## src/hw/sct_defs.svh

```systemverilog
// Register offsets, field positions, reset values and bit timing counts
`ifndef SCT_DEFS_SVH
`define SCT_DEFS_SVH

// Register byte offsets on the APB
`define SCT_OFF_CMD     8'h00
`define SCT_OFF_MODE    8'h04
`define SCT_OFF_MODE2   8'h08
`define SCT_OFF_TBUF    8'h0c
`define SCT_OFF_STATUS  8'h10
`define SCT_OFF_INT_ST  8'h14
`define SCT_OFF_INT_CLR 8'h18
`define SCT_OFF_INT_EN  8'h1c

// Command register bit positions
`define SCT_CMD_ENA 0
`define SCT_CMD_DIS 1

// Event bit positions, shared by status, clear and enable registers
`define SCT_EVT_READY 0
`define SCT_EVT_EMPTY 1

// Reset values: eight data bits, no parity, 16x clock, one stop bit
`define SCT_MODE_RST  5'h03
`define SCT_MODE2_RST 6'h07

// Clock source ticks per bit and stop length offsets in sixteenths
`define SCT_TICKS_16X  6'h10
`define SCT_TICKS_1X   6'h01
`define SCT_STOP_TWO   6'h02
`define SCT_STOP_SHORT 6'h09
`define SCT_STOP_LONG  6'h11
`define SCT_LEN_5BIT   2'h0
`define SCT_DBITS_BASE 3'h4
`define SCT_DBITS_MIN  4'h5

`endif

```

## src/hw/sct_pkg.sv

```systemverilog
// Types shared by the serial character transmitter
package sct_pkg;

    // Phase of the character being sent
    typedef enum logic [2:0] {
        SCT_IDLE,
        SCT_START,
        SCT_DATA,
        SCT_PARITY,
        SCT_STOP
    } sct_phase_t;

    // First mode register: length code 0..3 means 5..8 data bits
    typedef struct packed {
        logic       one_x;
        logic       par_odd;
        logic       par_en;
        logic [1:0] len;
    } sct_mode_t;

    // Second mode register
    typedef struct packed {
        logic       rts_ctl;
        logic       cts_gate;
        logic [3:0] stop_sel;
    } sct_mode2_t;

    // Whole state of the transmitter
    typedef struct packed {
        sct_mode_t   mode;
        sct_mode2_t  mode2;
        logic        enabled;
        logic [7:0]  tbuf;
        logic        tb_full;
        logic [7:0]  shifter;
        sct_phase_t  phase;
        logic [5:0]  cnt;
        logic [2:0]  idx;
        logic        par;
        logic        txd;
        logic        empty;
        logic        ready_q;
        logic        bclk_q;
        logic [1:0]  ist;
        logic [1:0]  ien;
        logic        irq;
        logic [31:0] prdata;
        logic        pready;
        logic        pslverr;
    } sct_state_t;

    // State of one pin filter
    typedef struct packed {
        logic s1;
        logic s2;
        logic s3;
        logic lvl;
    } sct_filt_t;

endpackage : sct_pkg

```

## src/hw/sct_pin_filter.sv

```systemverilog
// Three-stage pin synchroniser with an agreement filter
`timescale 1ns/10ps
`default_nettype none

module sct_pin_filter #(
    parameter logic RST_LVL = 1'b1
) (
    input  wire logic pclk,
    input  wire logic presetn,
    input  wire logic pin,
    output logic      level
);

    sct_pkg::sct_filt_t s;
    sct_pkg::sct_filt_t next_s;

    // Stage one feeds only stage two; the level moves once two and three agree
    always_comb begin
        next_s    = s;
        next_s.s1 = pin;
        next_s.s2 = s.s1;
        next_s.s3 = s.s2;
        if (s.s2 == s.s3) begin
            next_s.lvl = s.s3;
        end
    end

    // State register
    always_ff @(posedge pclk or negedge presetn) begin
        if (!presetn) begin
            s <= {4{RST_LVL}};
        end else begin
            s <= next_s;
        end
    end

    assign level = s.lvl;  // Straight from a flop

endmodule : sct_pin_filter

`default_nettype wire

```

## src/hw/sct_transmitter.sv

```systemverilog
// Transmit half of an asynchronous serial channel with APB registers
//
// The register addresses and the APB slave port are this design's own decisions.
`timescale 1ns/10ps
`default_nettype none
`include "sct_defs.svh"

module sct_transmitter (
    input  wire logic        pclk,
    input  wire logic        presetn,
    input  wire logic        psel,
    input  wire logic        penable,
    input  wire logic        pwrite,
    input  wire logic [7:0]  paddr,
    input  wire logic [31:0] pwdata,
    output logic      [31:0] prdata,
    output logic             pready,
    output logic             pslverr,
    input  wire logic        tx_clock_source,
    input  wire logic        clear_to_send_n,
    output logic             serial_tx_output,
    output logic             irq
);

    localparam sct_pkg::sct_state_t RST_STATE = '{
        mode:    `SCT_MODE_RST,
        mode2:   `SCT_MODE2_RST,
        enabled: 1'b0,
        tbuf:    8'h00,
        tb_full: 1'b0,
        shifter: 8'h00,
        phase:   sct_pkg::SCT_IDLE,
        cnt:     6'h00,
        idx:     3'h0,
        par:     1'b0,
        txd:     1'b1,
        empty:   1'b1,
        ready_q: 1'b0,
        bclk_q:  1'b1,
        ist:     2'h0,
        ien:     2'h0,
        irq:     1'b0,
        prdata:  32'h0000_0000,
        pready:  1'b0,
        pslverr: 1'b0
    };

    sct_pkg::sct_state_t s;
    sct_pkg::sct_state_t next_s;
    logic                bclk_lvl;
    logic                cts_n_lvl;
    logic                tick;
    logic                cts_ok;
    logic                can_start;
    logic                go_load;
    logic                acc;
    logic                wr_go;
    logic                wr_tb;
    logic [5:0]          bit_len;
    logic [5:0]          stop_len;
    logic [2:0]          last_idx;
    logic [7:0]          data_mask;
    logic [1:0]          ev;
    logic [1:0]          clr;

    // Both pins arrive from outside the clock domain
    sct_pin_filter #(
        .RST_LVL (1'b1)
    ) u_bclk (
        .pclk    (pclk),
        .presetn (presetn),
        .pin     (tx_clock_source),
        .level   (bclk_lvl)
    );

    // Clear-to-send is active low, so it rests negated at reset
    sct_pin_filter #(
        .RST_LVL (1'b1)
    ) u_cts (
        .pclk    (pclk),
        .presetn (presetn),
        .pin     (clear_to_send_n),
        .level   (cts_n_lvl)
    );

    // Stop length in clock source ticks
    function automatic logic [5:0] stop_ticks(
        input sct_pkg::sct_mode_t m,
        input logic [3:0]         sel
    );
        logic [5:0] t;
        t = {2'b00, sel} + `SCT_STOP_LONG;
        if (m.one_x) begin
            t = sel[3] ? `SCT_STOP_TWO : `SCT_TICKS_1X;
        end else if (!sel[3] && m.len != `SCT_LEN_5BIT) begin
            t = {2'b00, sel} + `SCT_STOP_SHORT;
        end
        return t;
    endfunction : stop_ticks

    // Derived timing, gating and bus terms
    always_comb begin
        tick      = s.bclk_q & ~bclk_lvl;
        bit_len   = s.mode.one_x ? `SCT_TICKS_1X : `SCT_TICKS_16X;
        stop_len  = stop_ticks(s.mode, s.mode2.stop_sel);
        last_idx  = `SCT_DBITS_BASE + {1'b0, s.mode.len};
        data_mask = ~(8'hff << (`SCT_DBITS_MIN + {2'b00, s.mode.len}));
        // Request-to-send control has no say here, gating alone decides
        cts_ok    = ~cts_n_lvl | ~s.mode2.cts_gate;
        can_start = s.enabled & s.tb_full & cts_ok;
        acc       = psel & penable & ~s.pready;
        wr_go     = psel & penable & pwrite & s.pready;
        // A write into a full buffer is dropped rather than overwriting it
        wr_tb     = wr_go & (paddr == `SCT_OFF_TBUF) & s.enabled
                    & ~s.tb_full;
        clr       = (wr_go && paddr == `SCT_OFF_INT_CLR) ? pwdata[1:0] : 2'b00;
    end

    // Next state of the whole block
    always_comb begin
        next_s        = s;
        go_load       = 1'b0;
        ev            = 2'b00;
        next_s.bclk_q = bclk_lvl;

        // Register writes take effect at the edge that samples pready
        if (wr_go) begin
            case (paddr)
                `SCT_OFF_CMD: begin
                    if (pwdata[`SCT_CMD_ENA]) begin
                        next_s.enabled = 1'b1;
                    end
                    // Disable wins; a character in the shifter still completes
                    if (pwdata[`SCT_CMD_DIS]) begin
                        next_s.enabled = 1'b0;
                    end
                end
                `SCT_OFF_MODE: begin
                    next_s.mode = sct_pkg::sct_mode_t'(pwdata[4:0]);
                end
                `SCT_OFF_MODE2: begin
                    next_s.mode2 = sct_pkg::sct_mode2_t'(pwdata[5:0]);
                end
                `SCT_OFF_INT_EN: begin
                    next_s.ien = pwdata[1:0];
                end
                default: begin
                    next_s.ien = s.ien;
                end
            endcase
        end

        // New character into the buffer
        if (wr_tb) begin
            next_s.tbuf    = pwdata[7:0];
            next_s.tb_full = 1'b1;
            next_s.empty   = 1'b0;
        end

        // Serial engine moves only on a falling edge of the clock source
        if (tick) begin
            case (s.phase)
                sct_pkg::SCT_IDLE: begin
                    go_load = can_start;
                end
                sct_pkg::SCT_START: begin
                    if (s.cnt != 6'h00) begin
                        next_s.cnt = s.cnt - 6'h01;
                    end else begin
                        next_s.phase = sct_pkg::SCT_DATA;
                        next_s.txd   = s.shifter[0];
                        next_s.cnt   = bit_len - 6'h01;
                    end
                end
                sct_pkg::SCT_DATA: begin
                    if (s.cnt != 6'h00) begin
                        next_s.cnt = s.cnt - 6'h01;
                    end else if (s.idx != last_idx) begin
                        next_s.idx     = s.idx + 3'h1;
                        next_s.shifter = s.shifter >> 1;
                        next_s.txd     = s.shifter[1];
                        next_s.cnt     = bit_len - 6'h01;
                    end else if (s.mode.par_en) begin
                        next_s.phase = sct_pkg::SCT_PARITY;
                        next_s.txd   = s.par;
                        next_s.cnt   = bit_len - 6'h01;
                    end else begin
                        // Stop starts right after the last data bit
                        next_s.phase = sct_pkg::SCT_STOP;
                        next_s.txd   = 1'b1;
                        next_s.cnt   = stop_len - 6'h01;
                    end
                end
                sct_pkg::SCT_PARITY: begin
                    if (s.cnt != 6'h00) begin
                        next_s.cnt = s.cnt - 6'h01;
                    end else begin
                        next_s.phase = sct_pkg::SCT_STOP;
                        next_s.txd   = 1'b1;
                        next_s.cnt   = stop_len - 6'h01;
                    end
                end
                sct_pkg::SCT_STOP: begin
                    if (s.cnt != 6'h00) begin
                        next_s.cnt = s.cnt - 6'h01;
                    end else begin
                        go_load = can_start;
                        if (!can_start) begin
                            // Line stays at mark while nothing may go
                            next_s.phase = sct_pkg::SCT_IDLE;
                            if (!s.tb_full && !wr_tb) begin
                                next_s.empty = 1'b1;
                            end
                        end
                    end
                end
                default: begin
                    next_s.phase = sct_pkg::SCT_IDLE;
                    next_s.txd   = 1'b1;
                end
            endcase
        end

        // Take the waiting character; clear-to-send is not looked at again
        if (go_load) begin
            next_s.shifter = s.tbuf & data_mask;
            next_s.par     = (^(s.tbuf & data_mask)) ^ s.mode.par_odd;
            next_s.tb_full = 1'b0;
            next_s.phase   = sct_pkg::SCT_START;
            next_s.txd     = 1'b0;
            next_s.cnt     = bit_len - 6'h01;
            next_s.idx     = 3'h0;
        end

        // Sticky events; a new event beats a clear in the same cycle
        next_s.ready_q          = next_s.enabled & ~next_s.tb_full;
        ev[`SCT_EVT_READY]      = next_s.ready_q & ~s.ready_q;
        ev[`SCT_EVT_EMPTY]      = next_s.empty & ~s.empty;
        next_s.ist              = (s.ist & ~clr) | ev;
        next_s.irq              = |(next_s.ist & next_s.ien);

        // APB answer one cycle into the access phase
        next_s.pready  = acc;
        next_s.pslverr = 1'b0;
        if (acc) begin
            next_s.prdata = 32'h0000_0000;
            case (paddr)
                `SCT_OFF_CMD, `SCT_OFF_TBUF, `SCT_OFF_INT_CLR: begin
                    next_s.prdata = 32'h0000_0000;
                end
                `SCT_OFF_MODE: begin
                    next_s.prdata = {27'h0, s.mode};
                end
                `SCT_OFF_MODE2: begin
                    next_s.prdata = {26'h0, s.mode2};
                end
                `SCT_OFF_STATUS: begin
                    next_s.prdata = {28'h0, (s.phase != sct_pkg::SCT_IDLE),
                                     s.enabled, s.empty, s.ready_q};
                end
                `SCT_OFF_INT_ST: begin
                    next_s.prdata = {30'h0, s.ist};
                end
                `SCT_OFF_INT_EN: begin
                    next_s.prdata = {30'h0, s.ien};
                end
                default: begin
                    next_s.pslverr = 1'b1;
                end
            endcase
        end
    end

    // State register
    always_ff @(posedge pclk or negedge presetn) begin
        if (!presetn) begin
            s <= RST_STATE;
        end else begin
            s <= next_s;
        end
    end

    // Outputs straight from flops
    assign prdata           = s.prdata;
    assign pready           = s.pready;
    assign pslverr          = s.pslverr;
    assign serial_tx_output = s.txd;
    assign irq              = s.irq;
endmodule : sct_transmitter

`default_nettype wire

```

## config.mk

```make
export PLATFORM = sky130hd
export DESIGN_NAME = sct_transmitter
export DESIGN_NICKNAME = d
export VERILOG_FILES = /design/src/hw/sct_pkg.sv /design/src/hw/sct_pin_filter.sv /design/src/hw/sct_transmitter.sv
export VERILOG_INCLUDE_DIRS = /design/src /design/src/hw
export SDC_FILE = /design/constraint.sdc
export NUM_CORES = 1
export LEC_CHECK = 0
export BUFFER_PORTS_ARGS = -buffer_cell sky130_fd_sc_hd__buf_2
export CAP_MARGIN = 20
export CORE_ASPECT_RATIO = 0.8
export CORE_MARGIN = 5
export CORE_UTILIZATION = 39
export CTS_CLUSTER_DIAMETER = 100
export DETAILED_ROUTE_END_ITERATION = 7
export GPL_ROUTABILITY_DRIVEN = 0
export SLEW_MARGIN = 30
export SYNTH_ARGS = -nofsm -noshare
export SYNTH_HDL_FRONTEND = slang
export SYNTH_HIERARCHICAL = 1
export SYNTH_SLANG_ARGS = --single-unit
```

## constraint.sdc

```tcl
create_clock -name pclk -period 2.8 [get_ports pclk]
set_clock_uncertainty 0.15 [all_clocks]
set_input_delay 0.28 -clock pclk [delete_from_list [all_inputs] [get_ports pclk]]
set_output_delay 0.28 -clock pclk [all_outputs]
set_load 0.005 [all_outputs]
```

Word-level counts from Yosys, hierarchy flattened:

Index checks and enable logic that the tools add are counted.

* shift operators: 1
* mux-type cells: 51
* bitwise gates (word level): 29
* equal/unequal tests: 24
* add/subtract/negate cells: 8
* reductions and logical operators: 25

Operators with widths (number)
* 2-to-1 mux 6 bit: 7
* == test 8 x 5 -> 1 bit (second input constant): 4
* one-hot mux 6 bit (5 select lines): 1
* 2-to-1 mux 3 bit: 8
* one-hot mux 6 bit (4 select lines): 1
* 2-to-1 mux 23 bit: 1
* inequality test 3 bit (second input constant): 7
* 2-to-1 mux 20 bit: 1
* 2-to-1 mux 1 bit: 19
* == test 8 x 4 -> 1 bit (second input constant): 2
* 2-to-1 mux 8 bit: 2
* one-hot mux 3 bit (5 select lines): 1
* AND 1 bit: 13
* subtractor 6 x 1 -> 6 bit (second input constant): 2
* 2-to-1 mux 11 bit: 1
* 2-to-1 mux 2 bit: 5
* 2-to-1 mux 9 bit: 1
* AND 8 bit: 1
* == test 8 x 3 -> 1 bit (second input constant): 1
* logical NOT 8 bit: 1
* inverter 1 bit: 8
* inverter 8 bit: 1
* AND reduction 8 bit: 1
* nonzero test 2 bit: 4
* other kinds (35): 45

* output and inout port bits: 36
* logic and storage cells: 171
* input port bits: 47
* flip-flop bits (word level): 93

Depth between registers and ports, before layout:

* depth after elaboration: 20
* depth in mapped cells: 8
* depth with buffers taken out: 7

Modules after synthesis:

The synthesis kept the hierarchy.

By module, submodules not included
* sct_transmitter: instances 1, area an instance 3783.6 um2, seq. area each 1486.4 um2, cells an instance 383
* sct_pin_filter: instances 2, area an instance 116.4 um2, seq. area each 105.1 um2, cells an instance 5

Least setup slack after synthesis:

Ideal clock, no wire load.

* kind: reg-to-reg
* start: register s[39] (netlist name)
* end: register s[59] (netlist name)
* path slack: 390 ps
* clock period less this slack: 2410 ps
* cell stages (with the launch flop): 6
* library setup time: 128 ps
* path buffers: 0
* arrival time: 2132 ps
* required time: 2522 ps
* cell sequence: dfstp_2 -> or4b_4 -> or3_4 -> nor2_4 -> mux2_1 -> mux2_1

* cells in the longest elaborated chain, start to end: 4
* elaborated cells on any way between the ends: 8
* classes of those cells: 1 x eq/ne; 2 x mux; 1 x bitwise; 4 x reduce/logical

Ends and longest elaborated chain
* from (decl): RTL line sct_transmitter.sv:48 `sct_pkg::sct_state_t s;`
* from (signal assigned): RTL line sct_transmitter.sv:279 `s <= next_s;`
* AND 1 bit (*): RTL line sct_transmitter.sv:103 `tick = s.bclk_q & ~bclk_lvl;`
* 2-to-1 mux 1 bit: RTL line sct_transmitter.sv:161 `if (tick) begin`
* inequality test 2 bit (no line) or nonzero test 2 bit (tied branches)
* AND reduction 4 bit (no line)

Every way passes the cells marked *; elsewhere a longest branch is shown, timed or not.
A chain may end at the register's enable or synchronous reset.

Final worst setup path:

* start: register s[54] (netlist name)
* end: register s[59] (netlist name)

* cells in the longest elaborated chain, start to end: 5
* elaborated cells on any way between the ends: 11
* classes of those cells: 3 x eq/ne; 3 x mux; 5 x reduce/logical

Ends and longest elaborated chain
* == test 3 bit or logical NOT 3 bit (tied branches): RTL line sct_transmitter.sv:162 `case (s.phase)`
* one-hot mux 1 bit (2 select lines): RTL line sct_transmitter.sv:162
* 2-to-1 mux 1 bit: RTL line sct_transmitter.sv:161
* inequality test 2 bit (no line) or nonzero test 2 bit (tied branches)
* AND reduction 4 bit (no line)

Parallel ways exist; a longest one is shown, timed or not.

==> impl_results.md <==
* H-tree depth at 3
* Mapped Area at between 4000 and 5000 um^2
* EDFF count, synth at 0
* First-pass GRT wire length at roughly 15000 um
* Num CTS Buffers at 9
* Iter 0 DRT Violations at 146
* Grt total ovfl at 0
* Vias in the first global route at around 2.9k
* Slew @ Worst Pin at 0.655 ns
* Synth Flop Type: dfrtp_1
* Worst hold start: pwdata[6]
* Leakage dissipation at 2.01 nW
* Non-filler instance count after layout at 569
* Critical path's slowest cell: or4b_4
* Die height at 101 um
* Syn avg cell area at 10.2 um^2
* Setup violators final at 0
* CP arrival at 2.56 ns
* Skew-Pair Late Insertion Delay at 0.33 ns
* Vias at 3079
* GRT Total Usage at 0.160
* Via/cell ratio at about 5.4
* WHS Endpoint: s[71]
* Capturing point of the worst reg2reg path: s[59]
* Initial Util at 0.395
* Layout cell share with drive strength beyond 1 at 0.275
* Final worst-path cycle share at 0.890
* Post-detailed-route DRC marker count at 0
* Internal Dissipation at 1.74 mW
* Die W at around 120 um
* CP Max Fanout at 9
* CTS max path bufs at 2
* CP Cell Sequence: or4b_4, or3_4, nor2_4, mux2_1, mux2_1
* Distinct cell type count of the synthesized netlist at 71
* Endpoints failing hold at 0
* Switching power total at just under 0.5 mW
* Fin nets at 476
* Placed Cells at 550
* Worst setup SP type: register
* Status: finished clean
* Slew margin rel. at 0.557
* Sw frac at 0.221
* Yosys reg bits at 67
* DIE AREA at 12400 um^2
* FF-to-FF path depth at 5
* CP Data Required Time at 2.87 ns
* Largest net degree at the start of global routing at a little over 40
* Clock-pin slew on the worst setup and hold paths at 0.06 ns
* Setup total negative slack at 0 ns
* Worst stage delay on the critical path at about 0.57 ns
* Pwr Density at 492 nW/um^2
* Element type at the critical path end: register
* Root Buffer: clkbuf_16
* Antenna diodes at 0
* WS Path Type: register to register
* Max cap viols at 0
* HPWL Detailed at 7100 um
* Most common cell after layout, fill and taps aside: dfrtp_1
* Port Buffer Count at 32
* Row cnt at 33
* Antenna violations before repair at 0
* Crit path top cell by count: mux2_1
* Syn Inst Count at 393
* Synth area leader: dfrtp_1
* WHS Path Cells at 2
* Final Slew Violations at 0
* Routed Wire Length at 9400 um
* Most frequent cells in the layout: 51 x dfrtp_1, 33 x nand2_1, 32 x buf_2
* Ys Warns at 6
* Worst VDD drop at 0.469 mV
* Largest cells by area after synthesis: dfrtp_1 32%, dfstp_2 10%, mux2_2 8.7%
* Period minus WS final at between 2 and 2.5 ns
* Area Overhead vs Synth at 12.8%
* CTS Sinks at 67
* Unrepaired setup endpoints after global routing: no
* Fin util at 0.446
* Post-cts gate resize count at 0
* RR Startpoint: s[54]
* Core Region at 10200 um^2
* Wire per inst at ~17 um
* TritonCTS clock tree: done
* Worst R2R Setup Slack at 0.31 ns
* Clk pwr share at 0.507
* Antenna viol nets, final at 0
* Sequential share of the synthesized area at 0.422
* Async SR Flop Fraction at 1.00
* Drt pass-1 iters at 7
* Worst hold path class: primary input to register
* Sequential power share at 0.448
* Ports at 83
* Synth top area share at 0.318
* Max frequency at about 400 MHz
* Power share of the combinational group at 0.046
## power groups by stage
| stage | logic (mW) | clock network [mW] | registers (mW) |
|---|---|---|---|
| floorplan | 0.0672 | 0 | 1.01 |
| global placement | 0.0968 | 0 | 1.01 |
| detailed placement | 0.0988 | 0 | 1.01 |
| CTS | 0.102 | 1.15 | 0.998 |
| global route | 0.117 | 1.20 | 1.00 |
| finish | 0.102 | 1.13 | 0.998 |
## layout make-up
class | count | area, um^2
repair buffers | 45 | 278
fillers | 955 | 5630
multi-input cells | 290 | 2040
clock inverters | 4 | 51.3
inverters | 11 | 41.3
clock buffers | 12 | 246
well taps | 140 | 175
flip-flops and latches | 67 | 1700
## through the flow
step	total power, mW	setup WS, ns	cell area (um^2)	hold WS [ns]
floorplan	1.08	0.390	4110	-0.166
global placement	1.11	0.329	4200	0.184
detailed placement	1.11	0.319	4200	0.190
CTS	2.25	0.312	4530	0.0221
global route	2.32	0.118	4530	0.0272
finish	2.23	0.307	4530	0.0261
## metal layers
| layer | up-vias | wire [um] | GRT usage | share of wire |
|---|---|---|---|---|
| met5 | - | 0 | 0 | 0 |
| met4 | 0 | 70 | 0.0383 | 0.0074 |
| met3 | 9 | 771 | 0.0499 | 0.082 |
| met2 | 116 | 4050 | 0.227 | 0.43 |
| met1 | 1510 | 4500 | 0.236 | 0.48 |
| li1 | 1444 | - | - | - |
## synthesized netlist by cell type, drive strengths merged, types with 4 or more instances
| cell | instances |
|---|---|
| nand2 | 34 |
| and4 | 4 |
| o21ai | 26 |
| xnor2 | 11 |
| mux2i | 4 |
| nand2b | 6 |
| and2 | 4 |
| a21oi | 11 |
| o211ai | 5 |
| clkbuf | 11 |
| nor2 | 18 |
| or3 | 5 |
| a22o | 4 |
| nor3 | 12 |
| buf | 39 |
| nand4 | 5 |
| xor2 | 6 |
| mux2 | 36 |
| nand3 | 8 |
| dfstp | 16 |
| inv | 11 |
| a311oi | 6 |
| ha | 5 |
| dfrtp | 51 |
## worst max-delay path by stage
stage | from | to | slack [ns]
2_1_floorplan | s[39] | s[59] | 0.39
3_3_place_gp | s[54] | s[59] | 0.33
3_5_place_dp | s[54] | s[59] | 0.32
4_1_cts | s[54] | s[59] | 0.31
5_1_grt | s[81] | s[61] | 0.12
6_report | s[54] | s[59] | 0.31
## critical path, delay by kind of cell (launching register included)
| kind | cells | cell delay, ns |
|---|---|---|
| and+or+nand+nor | 3 | 1.12 |
| DFF | 1 | 0.48 |
| muxes | 2 | 0.63 |
## flip-flops by register name, summed over array words and instances (netlist names)
| signal | flops |
|---|---|
| u_cts/level | 1 |
| s | 49 |
| prdata | 6 |
| u_bclk/next_s | 2 |
| u_bclk/level | 1 |
| pready | 1 |
| u_bclk/s | 1 |
| u_cts/next_s | 2 |
| serial_tx_output | 1 |
| irq | 1 |
| u_cts/s | 1 |
| pslverr | 1 |
## logic make-up (layout without fill, tap and decap cells)
family          count (synthesis)  count (layout)  synth area share
xor+xnor                       17              17            0.0371
compound gates                 85              85             0.151
fa+ha+maj                       7               7            0.0212
simple gates                  115             115             0.164
other cells                     1              26          0.000934
buf+inv                        61              72            0.0922
flops                          67              67             0.422
mux                            40              40             0.111
## what timing repair did
item | CTS | global route
hold buffers | 3 | 0
setup buffers | 0 | 0
hold endpoints to repair | 19 | 0
Power figures use the tool's default switching activity.
